--- src/hdl/pwr_pkg.sv ---
// Constants, types and command codes of the power-state controller.
// Assumes a 50 MHz core clock; link and pin inputs are synchronised.
// What this block does
// - Power-up reset ends in SLEEP state
// - ACTIVE command moves device into ACTIVE
// - Engines run only in ACTIVE
// - Commands enter STANDBY, SLEEP or POWERDOWN
// - Power-down pin low in ACTIVE enters POWERDOWN
// - ACTIVE runs oscillator, PLL, core clock
// - STANDBY keeps oscillator, PLL; gates core clock
// - SLEEP stops oscillator, PLL, core clock; retains
// - POWERDOWN stops clocks, powers core off
// - Command powerdown exits by ACTIVE, pin high
// - Pin powerdown exits by pin high, ACTIVE
// - Leaving POWERDOWN: global reset, keep pin states
// - STANDBY wake allows immediate access
// - Power-on reset clears all core logic
// - 5ms pin low pulse resets in ACTIVE/STANDBY
// - Resistive touch pulls interrupt in STANDBY/SLEEP
// - Capacitive interrupt mirrored outside ACTIVE
// - Boot takes up to 300ms after ACTIVE
// - Soft reset on pulse command or leaving command-powerdown
// - Pins hold state entering STANDBY or SLEEP
package pwr_pkg;

  localparam int unsigned CLK_HZ = 50_000_000;
  localparam int unsigned HZ_PER_KHZ = 1000;
  localparam int unsigned PD_PULSE_MS = 5;
  localparam int unsigned PD_PULSE_CYC = PD_PULSE_MS * (CLK_HZ / HZ_PER_KHZ);
  localparam int unsigned BOOT_MS = 300;
  localparam int unsigned BOOT_CYC = BOOT_MS * (CLK_HZ / HZ_PER_KHZ);
  localparam int unsigned CNT_W = 24;

  localparam int unsigned FRAME_BITS = 24;
  localparam int unsigned BIT_CNT_W = 5;

  // Host command opcodes, first byte of a three-byte frame
  localparam logic [7:0] CMD_ACTIVE = 8'h00;
  localparam logic [7:0] CMD_STANDBY = 8'h01;
  localparam logic [7:0] CMD_SLEEP = 8'h02;
  localparam logic [7:0] CMD_PWRDOWN = 8'h03;
  localparam logic [7:0] CMD_RST_PULSE = 8'h04;
  localparam logic [7:0] CMD_CLK_EXT = 8'h05;
  localparam logic [7:0] CMD_PIN_PD = 8'h06;
  localparam logic [7:0] PIN_PD_RST = 8'h00;

  typedef enum logic [1:0] {
    ST_ACTIVE = 2'b00,
    ST_STANDBY = 2'b01,
    ST_SLEEP = 2'b10,
    ST_POWERDOWN = 2'b11
  } pwr_state_t;

  typedef struct packed {
    logic osc_en;
    logic pll_en;
    logic sys_clk_en;
    logic engines_en;
    logic core_pwr_en;
  } clk_ctrl_t;

  localparam clk_ctrl_t CTRL_ACTIVE = 5'h1F;
  localparam clk_ctrl_t CTRL_STANDBY = 5'h19;
  localparam clk_ctrl_t CTRL_SLEEP = 5'h01;
  localparam clk_ctrl_t CTRL_POWERDOWN = 5'h00;

  typedef struct packed {
    logic [7:0] op;
    logic [7:0] arg;
  } host_cmd_t;

endpackage

--- src/hdl/level_sync.sv ---
// Two-flop synchroniser for a group of asynchronous levels.
// Assumes the inputs are independent levels; no bus coherence.
`timescale 1ns/1ps
module level_sync #(
  parameter int unsigned W = 1,
  parameter logic [W-1:0] RST_VAL = '0
) (
  input wire logic clk_in,
  input wire logic rst_n_in,
  input wire logic ce_in,
  input wire logic [W-1:0] d_in,
  output logic [W-1:0] q_out
);
  logic [W-1:0] meta_q;

  always_ff @(posedge clk_in) begin
    if (!rst_n_in) begin
      meta_q <= RST_VAL;
      q_out <= RST_VAL;
    end else if (ce_in) begin
      meta_q <= d_in;
      q_out <= meta_q;
    end
  end
endmodule

--- src/hdl/host_cmd_rx.sv ---
// Host command receiver: samples the synchronised link, one frame per
// select. Assumes sck is several core clocks per half period.
`timescale 1ns/1ps
module host_cmd_rx (
  input wire logic clk_in,
  input wire logic rst_n_in,
  input wire logic ce_in,
  input wire logic sck_in,
  input wire logic cs_n_in,
  input wire logic mosi_in,
  output logic cmd_valid_out,
  output pwr_pkg::host_cmd_t cmd_out
);
  localparam logic [pwr_pkg::BIT_CNT_W-1:0] FULL =
    pwr_pkg::FRAME_BITS[pwr_pkg::BIT_CNT_W-1:0];
  logic sck_prev_q;
  logic cs_prev_q;
  logic [pwr_pkg::FRAME_BITS-1:0] shift_q;
  logic [pwr_pkg::BIT_CNT_W-1:0] cnt_q;

  always_ff @(posedge clk_in) begin
    if (!rst_n_in) begin
      sck_prev_q <= 1'b0;
      cs_prev_q <= 1'b1;
      shift_q <= '0;
      cnt_q <= '0;
      cmd_valid_out <= 1'b0;
      cmd_out <= '0;
    end else if (ce_in) begin
      sck_prev_q <= sck_in;
      cs_prev_q <= cs_n_in;
      cmd_valid_out <= 1'b0;
      if (cs_n_in) begin
        cnt_q <= '0;
        // Only an exact three-byte frame is a command
        if (!cs_prev_q && cnt_q == FULL) begin
          cmd_valid_out <= 1'b1;
          cmd_out <= shift_q[pwr_pkg::FRAME_BITS-1 -: 16];
        end
      end else if (sck_in && !sck_prev_q) begin
        shift_q <= {shift_q[pwr_pkg::FRAME_BITS-2:0], mosi_in};
        if (cnt_q != FULL + 1'b1) begin
          cnt_q <= cnt_q + 1'b1;
        end
      end
    end
  end
endmodule

--- src/hdl/power_state_controller.sv ---
// Power-state controller: state machine, clock gating and reset events.
// Assumes pins and the host link are asynchronous to clk_in.
`timescale 1ns/1ps
module power_state_controller #(
  parameter int unsigned PD_PULSE_CYCLES = pwr_pkg::PD_PULSE_CYC,
  parameter int unsigned BOOT_CYCLES = pwr_pkg::BOOT_CYC,
  parameter int unsigned CNT_W = pwr_pkg::CNT_W
) (
  input wire logic clk_in,
  input wire logic rst_n_in,
  input wire logic ce_in,
  input wire logic por_n_in,
  input wire logic power_down_pin_n_in,
  input wire logic spi_sck_in,
  input wire logic spi_cs_n_in,
  input wire logic spi_mosi_in,
  input wire logic touch_resistive_in,
  input wire logic touch_detect_in,
  input wire logic touch_panel_interrupt_input_n_in,
  input wire logic irq_req_in,
  output pwr_pkg::pwr_state_t power_state_out,
  output pwr_pkg::clk_ctrl_t clk_ctrl_out,
  output logic pin_hold_out,
  output logic boot_busy_out,
  output logic global_reset_out,
  output logic soft_reset_out,
  output logic clk_ext_out,
  output logic [7:0] pd_pin_state_out,
  output logic host_int_out,
  output logic host_int_oe_out
);
  localparam logic [CNT_W-1:0] PD_CNT_MAX = CNT_W'(PD_PULSE_CYCLES);
  localparam logic [CNT_W-1:0] BOOT_LOAD = CNT_W'(BOOT_CYCLES - 1);

  pwr_pkg::pwr_state_t state_q;
  pwr_pkg::pwr_state_t state_d;
  pwr_pkg::clk_ctrl_t ctrl_d;
  pwr_pkg::host_cmd_t cmd;
  logic cmd_valid;
  logic por_n_s;
  logic pd_n_s;
  logic cs_n_s;
  logic tp_int_n_s;
  logic sck_s;
  logic mosi_s;
  logic touch_s;
  logic pd_prev_q;
  logic pd_arm_q;
  logic pd_by_cmd_q;
  logic [CNT_W-1:0] pd_cnt_q;
  logic [CNT_W-1:0] boot_cnt_q;
  logic por_hit;
  logic hw_reset;
  logic pd_exit;
  logic boot_start;
  logic soft_evt;
  logic int_drive;

  level_sync #(
    .W(4),
    .RST_VAL(4'hF)
  ) u_sync_hi (
    .clk_in(clk_in),
    .rst_n_in(rst_n_in),
    .ce_in(ce_in),
    .d_in({por_n_in, power_down_pin_n_in, spi_cs_n_in,
           touch_panel_interrupt_input_n_in}),
    .q_out({por_n_s, pd_n_s, cs_n_s, tp_int_n_s})
  );

  level_sync #(
    .W(3),
    .RST_VAL(3'h0)
  ) u_sync_lo (
    .clk_in(clk_in),
    .rst_n_in(rst_n_in),
    .ce_in(ce_in),
    .d_in({spi_sck_in, spi_mosi_in, touch_detect_in}),
    .q_out({sck_s, mosi_s, touch_s})
  );

  host_cmd_rx u_cmd_rx (
    .clk_in(clk_in),
    .rst_n_in(rst_n_in),
    .ce_in(ce_in),
    .sck_in(sck_s),
    .cs_n_in(cs_n_s),
    .mosi_in(mosi_s),
    .cmd_valid_out(cmd_valid),
    .cmd_out(cmd)
  );

  assign por_hit = !por_n_s;
  // Low pulse long enough, begun in ACTIVE or STANDBY, ends in reset
  assign hw_reset = pd_n_s && !pd_prev_q && pd_arm_q
                    && pd_cnt_q >= PD_CNT_MAX;

  // Next power state
  always_comb begin
    state_d = state_q;
    if (hw_reset) begin
      state_d = pwr_pkg::ST_SLEEP;
    end else begin
      unique case (state_q)
        pwr_pkg::ST_ACTIVE: begin
          if (!pd_n_s) begin
            state_d = pwr_pkg::ST_POWERDOWN;
          end else if (cmd_valid) begin
            if (cmd.op == pwr_pkg::CMD_STANDBY) begin
              state_d = pwr_pkg::ST_STANDBY;
            end else if (cmd.op == pwr_pkg::CMD_SLEEP) begin
              state_d = pwr_pkg::ST_SLEEP;
            end else if (cmd.op == pwr_pkg::CMD_PWRDOWN) begin
              state_d = pwr_pkg::ST_POWERDOWN;
            end
          end
        end
        pwr_pkg::ST_STANDBY, pwr_pkg::ST_SLEEP: begin
          if (cmd_valid) begin
            if (cmd.op == pwr_pkg::CMD_ACTIVE) begin
              state_d = pwr_pkg::ST_ACTIVE;
            end else if (cmd.op == pwr_pkg::CMD_STANDBY) begin
              state_d = pwr_pkg::ST_STANDBY;
            end else if (cmd.op == pwr_pkg::CMD_SLEEP) begin
              state_d = pwr_pkg::ST_SLEEP;
            end else if (cmd.op == pwr_pkg::CMD_PWRDOWN) begin
              state_d = pwr_pkg::ST_POWERDOWN;
            end
          end
        end
        pwr_pkg::ST_POWERDOWN: begin
          // Either entry path needs the pin high before ACTIVE counts
          if (cmd_valid && cmd.op == pwr_pkg::CMD_ACTIVE && pd_n_s) begin
            state_d = pwr_pkg::ST_ACTIVE;
          end
        end
      endcase
    end
  end

  always_comb begin
    unique case (state_d)
      pwr_pkg::ST_ACTIVE: ctrl_d = pwr_pkg::CTRL_ACTIVE;
      pwr_pkg::ST_STANDBY: ctrl_d = pwr_pkg::CTRL_STANDBY;
      pwr_pkg::ST_SLEEP: ctrl_d = pwr_pkg::CTRL_SLEEP;
      pwr_pkg::ST_POWERDOWN: ctrl_d = pwr_pkg::CTRL_POWERDOWN;
    endcase
  end

  assign pd_exit = state_q == pwr_pkg::ST_POWERDOWN
                   && state_d == pwr_pkg::ST_ACTIVE;
  // STANDBY wake skips boot: clocks never stopped
  assign boot_start = state_d == pwr_pkg::ST_ACTIVE
                      && (state_q == pwr_pkg::ST_SLEEP || pd_exit);
  assign soft_evt = (cmd_valid && cmd.op == pwr_pkg::CMD_RST_PULSE
                     && state_q != pwr_pkg::ST_POWERDOWN)
                    || (pd_exit && pd_by_cmd_q);

  // State and clock controls
  always_ff @(posedge clk_in) begin
    if (!rst_n_in) begin
      state_q <= pwr_pkg::ST_SLEEP;
      clk_ctrl_out <= pwr_pkg::CTRL_SLEEP;
      pin_hold_out <= 1'b1;
    end else if (ce_in) begin
      if (por_hit) begin
        state_q <= pwr_pkg::ST_SLEEP;
        clk_ctrl_out <= pwr_pkg::CTRL_SLEEP;
        pin_hold_out <= 1'b1;
      end else begin
        state_q <= state_d;
        clk_ctrl_out <= ctrl_d;
        pin_hold_out <= state_d == pwr_pkg::ST_STANDBY
                        || state_d == pwr_pkg::ST_SLEEP;
      end
    end
  end

  assign power_state_out = state_q;

  // Power-down pin pulse measurement
  always_ff @(posedge clk_in) begin
    if (!rst_n_in) begin
      pd_prev_q <= 1'b1;
      pd_arm_q <= 1'b0;
      pd_cnt_q <= '0;
    end else if (ce_in) begin
      pd_prev_q <= pd_n_s;
      if (por_hit || pd_n_s) begin
        pd_cnt_q <= '0;
      end else if (pd_cnt_q != PD_CNT_MAX) begin
        pd_cnt_q <= pd_cnt_q + 1'b1;
      end
      if (por_hit) begin
        pd_arm_q <= 1'b0;
      end else if (pd_prev_q && !pd_n_s) begin
        pd_arm_q <= state_q == pwr_pkg::ST_ACTIVE
                    || state_q == pwr_pkg::ST_STANDBY;
      end else if (pd_n_s) begin
        pd_arm_q <= 1'b0;
      end
    end
  end

  // Reset pulses and command settings
  always_ff @(posedge clk_in) begin
    if (!rst_n_in) begin
      global_reset_out <= 1'b0;
      soft_reset_out <= 1'b0;
      pd_by_cmd_q <= 1'b0;
      clk_ext_out <= 1'b0;
      pd_pin_state_out <= pwr_pkg::PIN_PD_RST;
    end else if (ce_in) begin
      global_reset_out <= por_hit || hw_reset || pd_exit;
      soft_reset_out <= !por_hit && !hw_reset && soft_evt;
      if (por_hit || hw_reset) begin
        pd_by_cmd_q <= 1'b0;
        clk_ext_out <= 1'b0;
        pd_pin_state_out <= pwr_pkg::PIN_PD_RST;
      end else begin
        if (state_q != pwr_pkg::ST_POWERDOWN
            && state_d == pwr_pkg::ST_POWERDOWN) begin
          pd_by_cmd_q <= pd_n_s;
        end
        // Pin states for power-down survive the wake reset
        if (pd_exit) begin
          clk_ext_out <= 1'b0;
        end else if (cmd_valid && state_q != pwr_pkg::ST_POWERDOWN) begin
          if (cmd.op == pwr_pkg::CMD_CLK_EXT) begin
            clk_ext_out <= 1'b1;
          end
          if (cmd.op == pwr_pkg::CMD_PIN_PD) begin
            pd_pin_state_out <= cmd.arg;
          end
        end
      end
    end
  end

  // Boot window after wake from a stopped clock
  always_ff @(posedge clk_in) begin
    if (!rst_n_in) begin
      boot_busy_out <= 1'b0;
      boot_cnt_q <= '0;
    end else if (ce_in) begin
      if (por_hit || hw_reset || state_d != pwr_pkg::ST_ACTIVE) begin
        boot_busy_out <= 1'b0;
        boot_cnt_q <= '0;
      end else if (boot_start) begin
        boot_busy_out <= 1'b1;
        boot_cnt_q <= BOOT_LOAD;
      end else if (boot_busy_out) begin
        if (boot_cnt_q == '0) begin
          boot_busy_out <= 1'b0;
        end else begin
          boot_cnt_q <= boot_cnt_q - 1'b1;
        end
      end
    end
  end

  // Host interrupt pin, open drain: enable means pull low
  always_comb begin
    int_drive = 1'b0;
    unique case (state_q)
      pwr_pkg::ST_ACTIVE: int_drive = irq_req_in;
      pwr_pkg::ST_STANDBY, pwr_pkg::ST_SLEEP: begin
        int_drive = touch_resistive_in ? touch_s : !tp_int_n_s;
      end
      pwr_pkg::ST_POWERDOWN: begin
        int_drive = !touch_resistive_in && !tp_int_n_s;
      end
    endcase
  end

  always_ff @(posedge clk_in) begin
    if (!rst_n_in) begin
      host_int_out <= 1'b0;
      host_int_oe_out <= 1'b0;
    end else if (ce_in) begin
      host_int_out <= 1'b0;
      host_int_oe_out <= int_drive && !por_hit;
    end
  end
endmodule

--- config.mk ---
export PLATFORM = sky130hd
export DESIGN_NAME = power_state_controller
export DESIGN_NICKNAME = d
export VERILOG_FILES = /design/src/hdl/pwr_pkg.sv /design/src/hdl/level_sync.sv /design/src/hdl/host_cmd_rx.sv /design/src/hdl/power_state_controller.sv
export SDC_FILE = /design/constraint.sdc
export NUM_CORES = 1
export LEC_CHECK = 0
export ABC_AREA = 1
export BUFFER_PORTS_ARGS = -buffer_cell sky130_fd_sc_hd__buf_2
export CAP_MARGIN = 20
export CORE_MARGIN = 10
export CORE_UTILIZATION = 45
export CTS_CLUSTER_SIZE = 8
export DETAILED_ROUTE_END_ITERATION = 16
export SETUP_SLACK_MARGIN = 0.05
export SYNTH_ARGS = -nofsm -noshare
export SYNTH_HDL_FRONTEND = slang
export SYNTH_SLANG_ARGS = --single-unit
export TNS_END_PERCENT = 10
--- constraint.sdc ---
create_clock -name clk_in -period 3 [get_ports clk_in]
set_input_delay 0.15 -clock clk_in [delete_from_list [all_inputs] [get_ports clk_in]]
set_output_delay 0.15 -clock clk_in [all_outputs]
set_load 0.01 [all_outputs]
==> impl_metrics.prom, run 1 <==
# TYPE chip_impl_metric gauge
chip_impl_metric{name="insertion_delay",unit="ns"} 0.42
chip_impl_metric{name="comb_power_share",unit=""} 0.117
chip_impl_info{name="class_of_the_most_critical_setup_path",value="flip-flop to flip-flop"} 1
chip_impl_metric{name="max_slew.worst_pin.slew",unit="ns"} 1.00
chip_impl_metric{name="floorplan.die.height",unit="um"} 140
chip_impl_metric{name="gr-total-overflow",unit=""} 0
chip_impl_metric{name="finalWorstPathRequiredPeriod",unit="ns"} 2.63
chip_impl_metric{name="antenna_violations_before_repair",unit=""} 0
chip_impl_metric{name="setup_slack",unit="ns"} 0.368
chip_impl_info{name="slowest_stage",value="dfxtp_1"} 1
chip_impl_metric{name="timing.final.crit_share",unit=""} 0.877
chip_impl_metric{name="synthesis.yosys.warnings",unit=""} 0
chip_impl_metric{name="power_density",unit="nW/um^2"} 600
chip_impl_metric{name="grt_max_degree",unit=""} 65
chip_impl_metric{name="required",unit="ns"} 3.33
chip_impl_info{name="synth_top_cells_by_area",value="dfxtp_1 41%, nand2_1 12%, nor2_1 10%, a21oi_1 5.8%, o21ai_0 5.2%"} 1
chip_impl_metric{name="ys_seq_area_frac",unit=""} 0.406
chip_impl_metric{name="routed_wl",unit="mm"} 15.0
chip_impl_info{name="status",value="completed"} 1
chip_impl_metric{name="pin_count",unit=""} 34
chip_impl_metric{name="count_of_cells_along_the_worst_hold_path",unit=""} 2
chip_impl_metric{name="final_antenna_net_count",unit=""} 0
chip_impl_metric{name="clkSlewWorstSetupHoldPaths",unit="ns"} 0.06
chip_impl_metric{name="postLayoutCellArea",unit="um^2"} 7490
chip_impl_metric{name="core_region_area",unit="um^2"} 14000
chip_impl_metric{name="switching_share",unit=""} 0.258
chip_impl_metric{name="internal_power",unit="uW"} 3330
chip_impl_metric{name="syn_inst",unit=""} 948
chip_impl_info{name="cts_root_buffer",value="clkbuf_16"} 1
chip_impl_metric{name="max_cap_violations",unit=""} 0
chip_impl_metric{name="timing.critical_path.slowest_cell_delay",unit="ns"} 0.30
chip_impl_metric{name="area_delta_synth_final",unit="%"} 15.2
chip_impl_metric{name="diodes",unit=""} 0
chip_impl_metric{name="count_of_input_and_output_buffers",unit=""} 32
chip_impl_metric{name="fp.dieArea",unit="um^2"} 19700
chip_impl_metric{name="max-vdd-ir-drop",unit="V"} 0.000361
chip_impl_metric{name="final_net_count",unit=""} 1006
chip_impl_metric{name="worstPathBufferInverterCount",unit=""} 3
chip_impl_metric{name="dr.first_iter.drc_count",unit=""} 444
chip_impl_info{name="synthMostInstantiatedCell",value="nand2_1"} 1
chip_impl_metric{name="initial_utilization",unit=""} 0.463
chip_impl_metric{name="ctsLongestPathBuffers",unit=""} 2
chip_impl_metric{name="mapped_area",unit="um^2"} 6500
chip_impl_info{name="cp-start-kind",value="flip-flop"} 1
chip_impl_metric{name="power_leakage",unit="uW"} 0.00327
chip_impl_metric{name="finalWeightedCongestion",unit=""} 0.881
chip_impl_metric{name="fin_tns_setup",unit="ns"} 0
chip_impl_metric{name="hpwl_after_detailed_placement",unit="mm"} 10.3
chip_impl_metric{name="worst_clock_skew",unit="ns"} 0.00896
chip_impl_metric{name="synthesis.nets",unit=""} 974
chip_impl_metric{name="netSwitchingPower",unit="uW"} 1160
chip_impl_metric{name="syn_area_per_cell",unit="um^2"} 6.86
chip_impl_info{name="synth.cells.most_frequent",value="204 x nand2_1, 173 x nor2_1, 132 x dfxtp_1, 75 x a21oi_1, 75 x inv_1"} 1
chip_impl_metric{name="dpl-instance-area",unit="um^2"} 6770
chip_impl_metric{name="drc",unit=""} 0
chip_impl_metric{name="synth.lib_cells_used.distinct",unit=""} 42
chip_impl_metric{name="ys_async_sr_fraction",unit=""} 0
chip_impl_metric{name="number_of_global_route_vias_before_repair",unit=""} 5254
chip_impl_info{name="setup.worst_path.end_class",value="flip-flop"} 1
chip_impl_metric{name="hold_violations",unit=""} 0
chip_impl_metric{name="drive_above_1_share",unit=""} 0.114
chip_impl_metric{name="synth-edff-count",unit=""} 0
chip_impl_info{name="cp_top_family",value="simple AND/OR/NAND/NOR gates"} 1
chip_impl_metric{name="power.sequential.fraction",unit=""} 0.408
chip_impl_metric{name="die_x",unit="um"} 140
chip_impl_metric{name="drt-pass1-iter-count",unit=""} 5
chip_impl_info{name="worst_hold_path_type",value="input pin to flip-flop"} 1
chip_impl_metric{name="finalMaxSlewViolations",unit=""} 0
chip_impl_metric{name="global_route.usage.total",unit=""} 0.151
chip_impl_metric{name="numClockSinks",unit=""} 132
chip_impl_info{name="synth_top_flop_cell",value="dfxtp_1"} 1
chip_impl_info{name="unrepaired_setup_endpoints_after_global_routing",value="false"} 1
chip_impl_metric{name="post_synth_top_area_share",unit=""} 0.406
chip_impl_metric{name="cp_max_fanout",unit=""} 25
chip_impl_info{name="synth.largest_area_cell",value="dfxtp_1"} 1
chip_impl_metric{name="critical_path_arrival",unit="ns"} 2.96
chip_impl_metric{name="yosys_register_bits",unit=""} 132
chip_impl_metric{name="cp.depth",unit=""} 18
chip_impl_metric{name="fmax",unit="GHz"} 0.380
chip_impl_metric{name="route.vias.total",unit=""} 5866
chip_impl_metric{name="h-tree-depth",unit=""} 4
chip_impl_info{name="cell_by_cell_trace_of_the_critical_path",value="nor2_1 > nand3_2 > nor2_4 > a21boi_0 > nor2_1 > a21oi_1 > nor2_1 > nand2_1 > inv_1 > ha_2 > o21ai_1 > buf_4 > nand2_1 > nand2_1 > nor2_4 > buf_12 > nand3_1 > a21oi_1"} 1
chip_impl_metric{name="via_per_inst",unit=""} 5.00
chip_impl_metric{name="timing.final.setup_violations",unit=""} 0
chip_impl_metric{name="grt_pass1_wl",unit="mm"} 25.3
chip_impl_metric{name="num_rows",unit=""} 43
chip_impl_metric{name="wl_per_cell",unit="um"} 12.8
chip_impl_metric{name="cts_setup_buffers",unit=""} 0
chip_impl_info{name="clock_tree_from_tritoncts",value="done"} 1
chip_impl_metric{name="reg2regPathDepth",unit=""} 18
chip_impl_metric{name="timing.slew.headroom",unit=""} 0.331
chip_impl_metric{name="placement.setup.worst_slack",unit="ns"} 0.166
chip_impl_metric{name="cts-buffers-inserted",unit=""} 17
chip_impl_metric{name="clock_power_share",unit=""} 0.475
[power groups by stage]
stage	clock [uW]	sequential [uW]	combinational, uW
floorplan	0	1870	398
global placement	0	1870	520
detailed placement	0	1870	515
CTS	2170	1830	526
global route	2260	1840	602
finish	2130	1830	525
[cell usage in the layout, fill, tap and decap left out, types with 3 or more instances in the layout]
master / synthesis / final
ha_1: 14 / 13
nor2_4: 4 / 5
xnor2_1: 4 / 4
bufinv_16: 0 / 3
nand3_2: 3 / 4
nor2_1: 173 / 172
o21ai_0: 68 / 68
clkbuf_16: 0 / 17
dfxtp_1: 132 / 132
a211oi_1: 3 / 3
buf_4: 5 / 11
nor3b_1: 3 / 3
nor3_1: 24 / 23
nand2_1: 204 / 204
dlygate4sd3_1: 0 / 7
nand3b_1: 3 / 3
a21oi_1: 75 / 75
inv_2: 7 / 7
clkinvlp_4: 0 / 5
buf_2: 6 / 32
inv_1: 75 / 75
nand2_2: 7 / 6
nand4_1: 20 / 20
nand3_1: 57 / 56
xor2_1: 7 / 7
nor2_2: 5 / 5
[registers in the layout, summed over array words and instances (netlist names), 2 cells and up]
signal and cells:
u_sync_hi.q_out 4, pd_pin_state_out 8, power_state_out 2, u_sync_hi.meta_q 4, u_sync_lo.meta_q 3, u_cmd_rx.cmd_out 16
u_cmd_rx.shift_q 24, clk_ctrl_out 3, u_sync_lo.q_out 3, boot_cnt_q 24, pd_cnt_q 24, u_cmd_rx.cnt_q 5
[metrics by stage]
step,total power (uW),instances,hold WS [ns],util
detailed placement,2390,1134,0.367,0.482
global placement,2390,1134,0.366,0.482
global route,4700,1173,0.0913,0.533
floorplan,2270,948,0.276,-
CTS,4530,1173,0.0665,0.531
finish,4490,1173,0.0761,0.533
[path summary, 6_finish.rpt]
path                             start             endpoint  slack, ns
setup / recovery  u_cmd_rx.cmd_out[14]       boot_cnt_q[19]       0.37
hold / removal                   ce_in   u_sync_hi.q_out[1]       0.08
setup reg to reg  u_cmd_rx.cmd_out[14]       boot_cnt_q[19]       0.37
hold reg to reg    u_cmd_rx.cmd_out[1]  u_cmd_rx.cmd_out[1]       0.46
[per-layer routing]
metal  GRT usage  part of all wire
met1       0.203              0.50
met4      0.0554             0.014
met5           0                 0
met2       0.234              0.46
met3      0.0301             0.034
[repair_timing]
action	CTS	global route
setup endpoints to repair	0	25
hold endpoints to repair	7	0
hold buffers	7	0
gates resized for setup	0	9
[cell type report]
cell class	count	area [um^2]
Sequential cell	132	2640
Inverter	82	308
Clock inverter	12	155
Tap cell	180	225
Multi-Input combinational cell	696	3370
Fill cell	1408	6550
Clock buffer	20	457
Timing Repair Buffer	51	333
[cell families (layout without fill, tap and decap cells)]
family / Yosys count / after routing / synth area share
compound gates: 158 / 158 / 0.128
xor+xnor: 11 / 11 / 0.0148
fa+ha+maj: 14 / 14 / 0.0269
buf+inv: 120 / 165 / 0.0791
flops: 132 / 132 / 0.406
other cells: 1 / 1 / 0.000577
simple gates: 512 / 512 / 0.344
Power figures use the tool's default switching activity.
==> run 2: changes to the inputs <==
--- a/config.mk
+++ b/config.mk
@@ -5,7 +5,6 @@
 export SDC_FILE = /design/constraint.sdc
 export NUM_CORES = 1
 export LEC_CHECK = 0
-export ABC_AREA = 1
 export BUFFER_PORTS_ARGS = -buffer_cell sky130_fd_sc_hd__buf_2
 export CAP_MARGIN = 20
 export CORE_MARGIN = 10
==> run 2 against run 1 <==
  * Largest cell class unchanged
  * Utilization is 4.0 points higher
  * Non-clock buffer count up 45
  * Clock skew is 0.0021 ns higher
  * Via count shrank 6.8%
  * Critical path type unchanged
  * Sequential cell count stayed put
  * Clock-buffer cell count down 1
  * Critical path depth fell by 7
  * Clock power fell by 7%
  * Global-route usage rose by 1.4 points
  * The flow now finishes with violations (setup timing)
  * Combinational power is 75% lower
==> impl_metrics.prom, run 2 <==
# TYPE chip_impl_metric gauge
chip_impl_info{name="synth_top_flop_cell",value="dfxtp_1"} 1
chip_impl_metric{name="syn_inst",unit=""} 710
chip_impl_metric{name="final_util",unit=""} 0.573
chip_impl_metric{name="count_of_input_and_output_buffers",unit=""} 32
chip_impl_metric{name="switching_share",unit=""} 0.234
chip_impl_info{name="clock_tree_from_tritoncts",value="done"} 1
chip_impl_metric{name="floorplan.die.height",unit="um"} 137
chip_impl_metric{name="setup_slack",unit="ns"} -0.116
chip_impl_metric{name="post_synth_top_area_share",unit=""} 0.426
chip_impl_metric{name="power.sequential.fraction",unit=""} 0.457
chip_impl_metric{name="hpwl_after_detailed_placement",unit="mm"} 10.3
chip_impl_metric{name="number_of_global_route_vias_before_repair",unit=""} 5158
chip_impl_metric{name="yosys_register_bits",unit=""} 132
chip_impl_metric{name="core_region_area",unit="um^2"} 13400
chip_impl_info{name="cts_root_buffer",value="clkbuf_16"} 1
chip_impl_metric{name="finalMaxSlewViolations",unit=""} 0
chip_impl_metric{name="synthesis.nets",unit=""} 736
chip_impl_metric{name="via_per_inst",unit=""} 5.61
chip_impl_metric{name="antenna_violations_before_repair",unit=""} 0
chip_impl_metric{name="numClockSinks",unit=""} 132
chip_impl_metric{name="drt-pass1-iter-count",unit=""} 4
chip_impl_metric{name="synth-edff-count",unit=""} 0
chip_impl_metric{name="synthesis.yosys.warnings",unit=""} 0
chip_impl_metric{name="reg2regPathDepth",unit=""} 11
chip_impl_metric{name="timing.final.setup_violations",unit=""} 23
chip_impl_metric{name="use_met3",unit=""} 0.0415
chip_impl_metric{name="ff2ff_setup_slack",unit="ns"} -0.12
chip_impl_metric{name="wl_per_cell",unit="um"} 15.3
chip_impl_metric{name="drive_above_1_share",unit=""} 0.217
chip_impl_metric{name="clkSlewWorstSetupHoldPaths",unit="ns"} 0.06
chip_impl_metric{name="max_cap_violations",unit=""} 0
chip_impl_metric{name="hold_violations",unit=""} 0
chip_impl_metric{name="timing.final.crit_share",unit=""} 1.04
chip_impl_metric{name="synth.lib_cells_used.distinct",unit=""} 80
chip_impl_info{name="synth.cells.most_frequent",value="132 x dfxtp_1, 98 x nand2_1, 54 x a21oi_1, 53 x nor2_1, 32 x inv_1"} 1
chip_impl_info{name="layout.cells.most_common",value="dfxtp_1"} 1
chip_impl_metric{name="timing.slew.headroom",unit=""} 0.575
chip_impl_metric{name="global_route.usage.total",unit=""} 0.165
chip_impl_info{name="cell_by_cell_trace_of_the_critical_path",value="or4b_4 > or4b_4 > a221o_1 > o311ai_4 > ha_4 > o21ai_4 > nand4_1 > buf_6 > o22ai_4 > a31o_4 > a221o_1"} 1
chip_impl_metric{name="route.vias.total",unit=""} 5466
chip_impl_info{name="unrepaired_setup_endpoints_after_global_routing",value="true"} 1
chip_impl_metric{name="power_leakage",unit="uW"} 0.00292
chip_impl_info{name="violations",value="setup timing"} 1
chip_impl_metric{name="critical_path_arrival",unit="ns"} 3.42
chip_impl_metric{name="grt_pass1_wl",unit="mm"} 25.4
chip_impl_metric{name="timing.critical_path.slowest_cell_delay",unit="ns"} 0.55
chip_impl_metric{name="max-vdd-ir-drop",unit="V"} 0.000550
chip_impl_metric{name="mapped_area",unit="um^2"} 6210
chip_impl_info{name="reg.largest.list",value="boot_cnt_q (24), pd_cnt_q (24), u_cmd_rx.shift_q (24)"} 1
chip_impl_metric{name="clock_power_share",unit=""} 0.510
chip_impl_metric{name="h-tree-depth",unit=""} 4
chip_impl_metric{name="finalWorstPathRequiredPeriod",unit="ns"} 3.12
chip_impl_metric{name="fp.dieArea",unit="um^2"} 18900
chip_impl_info{name="synthMostInstantiatedCell",value="dfxtp_1"} 1
chip_impl_info{name="synth_top_cells_by_area",value="dfxtp_1 43%, nand2_1 5.9%, mux2i_1 5.0%, a21oi_1 4.4%, nor2_1 3.2%"} 1
chip_impl_metric{name="ctsLongestPathBuffers",unit=""} 2
chip_impl_metric{name="cp_max_fanout",unit=""} 5
chip_impl_metric{name="drc",unit=""} 0
chip_impl_metric{name="ys_async_sr_fraction",unit=""} 0
chip_impl_metric{name="ys_seq_area_frac",unit=""} 0.426
chip_impl_metric{name="diodes",unit=""} 0
chip_impl_metric{name="groute.layer.met1.usage",unit=""} 0.207
chip_impl_metric{name="syn_area_per_cell",unit="um^2"} 8.74
chip_impl_metric{name="area_delta_synth_final",unit="%"} 23.8
chip_impl_metric{name="max_slew.worst_pin.slew",unit="ns"} 0.631
chip_impl_metric{name="count_of_cells_along_the_worst_hold_path",unit=""} 3
chip_impl_metric{name="worst_hold_slack",unit="ns"} 0.138
chip_impl_metric{name="num_rows",unit=""} 42
chip_impl_metric{name="netSwitchingPower",unit="uW"} 909
chip_impl_metric{name="required",unit="ns"} 3.30
chip_impl_info{name="startpoint_of_the_most_critical_hold_path",value="irq_req_in"} 1
chip_impl_metric{name="insertion_delay",unit="ns"} 0.42
chip_impl_metric{name="power_density",unit="nW/um^2"} 507
chip_impl_info{name="worst_hold_path_type",value="input pin to flip-flop"} 1
chip_impl_info{name="min_to",value="host_int_oe_out"} 1
chip_impl_info{name="synth.largest_area_cell",value="dfxtp_1"} 1
chip_impl_metric{name="grt_max_degree",unit=""} 51
chip_impl_info{name="grt_most_used_layer",value="met2"} 1
chip_impl_metric{name="die_x",unit="um"} 137
chip_impl_metric{name="grt.met2_usage",unit=""} 0.268
chip_impl_metric{name="finalWeightedCongestion",unit=""} 0.842
chip_impl_metric{name="final_net_count",unit=""} 812
chip_impl_info{name="slowest_stage",value="or4b_4"} 1
chip_impl_metric{name="worst_clock_skew",unit="ns"} 0.0111
chip_impl_metric{name="gr-total-overflow",unit=""} 0
chip_impl_info{name="crit-reg2reg-launch",value="u_cmd_rx.cmd_out[14]"} 1
chip_impl_info{name="most-common-layout-cells",value="131 x dfxtp_1, 96 x nand2_1, 53 x nor2_1, 53 x a21oi_1, 52 x buf_4"} 1
chip_impl_info{name="class_of_the_most_critical_setup_path",value="flip-flop to flip-flop"} 1
chip_impl_metric{name="pin_count",unit=""} 34
chip_impl_info{name="status",value="complete, but fails checks"} 1
chip_impl_metric{name="fmax",unit="GHz"} 0.321
chip_impl_metric{name="dr.first_iter.drc_count",unit=""} 479
chip_impl_metric{name="initial_utilization",unit=""} 0.463
chip_impl_metric{name="comb_power_share",unit=""} 0.033
chip_impl_info{name="ff_to_ff_end",value="boot_cnt_q[2]"} 1
chip_impl_metric{name="cts-buffers-inserted",unit=""} 17
chip_impl_info{name="cp-start-kind",value="flip-flop"} 1
chip_impl_metric{name="internal_power",unit="uW"} 2980
chip_impl_info{name="setup.worst_path.end_class",value="flip-flop"} 1
chip_impl_metric{name="routed_wl",unit="mm"} 15.0
chip_impl_metric{name="final_antenna_net_count",unit=""} 0
-- run 2: cell count changes after synthesis, moves of 11 or more --
cell,delta
nor2_1,-120
nand2_1,-106
o21ai_0,-56
inv_1,-43
nand3_1,-32
mux2i_1,+31
a21oi_1,-21
nor3_1,-14
or3_1,+13
o31ai_1,+12
or4_1,+11
-- run 2: stage by stage --
| step | setup slack (ns) | cells | power (uW) | setup TNS, ns | cell area [um^2] |
|---|---|---|---|---|---|
| after global placement | -0.131 | 931 | 1930 | -1.98 | 6890 |
| final | -0.116 | 975 | 3890 | -1.00 | 7680 |
| after global routing | -0.217 | 975 | 4030 | -3.85 | 7680 |
| after CTS | -0.110 | 973 | 3940 | -1.57 | 7650 |
| after detailed placement | -0.198 | 931 | 1930 | -3.69 | 6890 |
| after floorplan | -0.0299 | 710 | 1890 | -0.0878 | 6300 |
-- run 2: metal layers --
| metal | vias up | wire [um] |
|---|---|---|
| met3 | 15 | 435 |
| met1 | 2601 | 7150 |
| met2 | 82 | 7220 |
| li1 | 2768 | - |
| met5 | - | 0 |
| met4 | 0 | 149 |
-- run 2: critical path, delay by kind of cell (launching register included) --
kind                     cells  cell delay (ns)
AO/OA/AOI/OAI                6             1.17
AND/OR/NAND/NOR              3             1.15
flip-flops                   1             0.32
adder cells (fa/ha/maj)      1             0.21
buffers and inverters        1             0.13
-- run 2: power groups by stage --
| stage | combinational (uW) | clock [uW] | sequential [uW] |
|---|---|---|---|
| detailed placement | 118 | 0 | 1820 |
| global placement | 117 | 0 | 1820 |
| global route | 143 | 2110 | 1780 |
| finish | 129 | 1990 | 1780 |
| CTS | 128 | 2030 | 1780 |
| floorplan | 81.3 | 0 | 1810 |
-- run 2: final cells by class --
| class | count | area [um^2] |
|---|---|---|
| sequential | 132 | 2640 |
| tap | 176 | 220 |
| fill | 1201 | 5720 |
| clock inverter | 13 | 124 |
| multi-input combinational | 506 | 3450 |
| timing repair buffer | 96 | 677 |
| inverter | 33 | 124 |
| clock buffer | 19 | 443 |
-- run 2: how the worst max path moves through the flow --
stage          slack (ns)        endpoint  depth (start not counted)                  from
2_1_floorplan       -0.03  boot_cnt_q[20]                         10  u_cmd_rx.cmd_out[15]
3_3_place_gp        -0.13  boot_cnt_q[14]                         10  u_cmd_rx.cmd_out[15]
3_5_place_dp        -0.20  boot_cnt_q[14]                         10  u_cmd_rx.cmd_out[15]
4_1_cts             -0.11   boot_cnt_q[2]                         11  u_cmd_rx.cmd_out[14]
5_1_grt             -0.22   boot_cnt_q[2]                         11  u_cmd_rx.cmd_out[14]
6_report            -0.12   boot_cnt_q[2]                         11  u_cmd_rx.cmd_out[14]
-- run 2: cell families (layout without fill, tap and decap cells) --
group                    count (synthesis)  in the layout  share of synthesized area
AND/OR/NAND/NOR                        269            269                      0.220
AO/OA/AOI/OAI                          184            185                      0.216
flip-flops                             132            132                      0.426
buffers and inverters                   73            161                     0.0516
multiplexers                            31             31                     0.0500
adder cells (fa/ha/maj)                 14             14                     0.0282
XOR/XNOR                                 6              6                    0.00847
other                                    1              1                   0.000604
-- run 2: repair_timing --
action | CTS | global route
gates resized for setup | 18 | 6
setup endpoints to repair | 25 | 26
hold buffers | 7 | 0
pin swaps | 13 | 5
cloned | 1 | 0
setup buffers | 2 | 2
hold endpoints to repair | 7 | 0
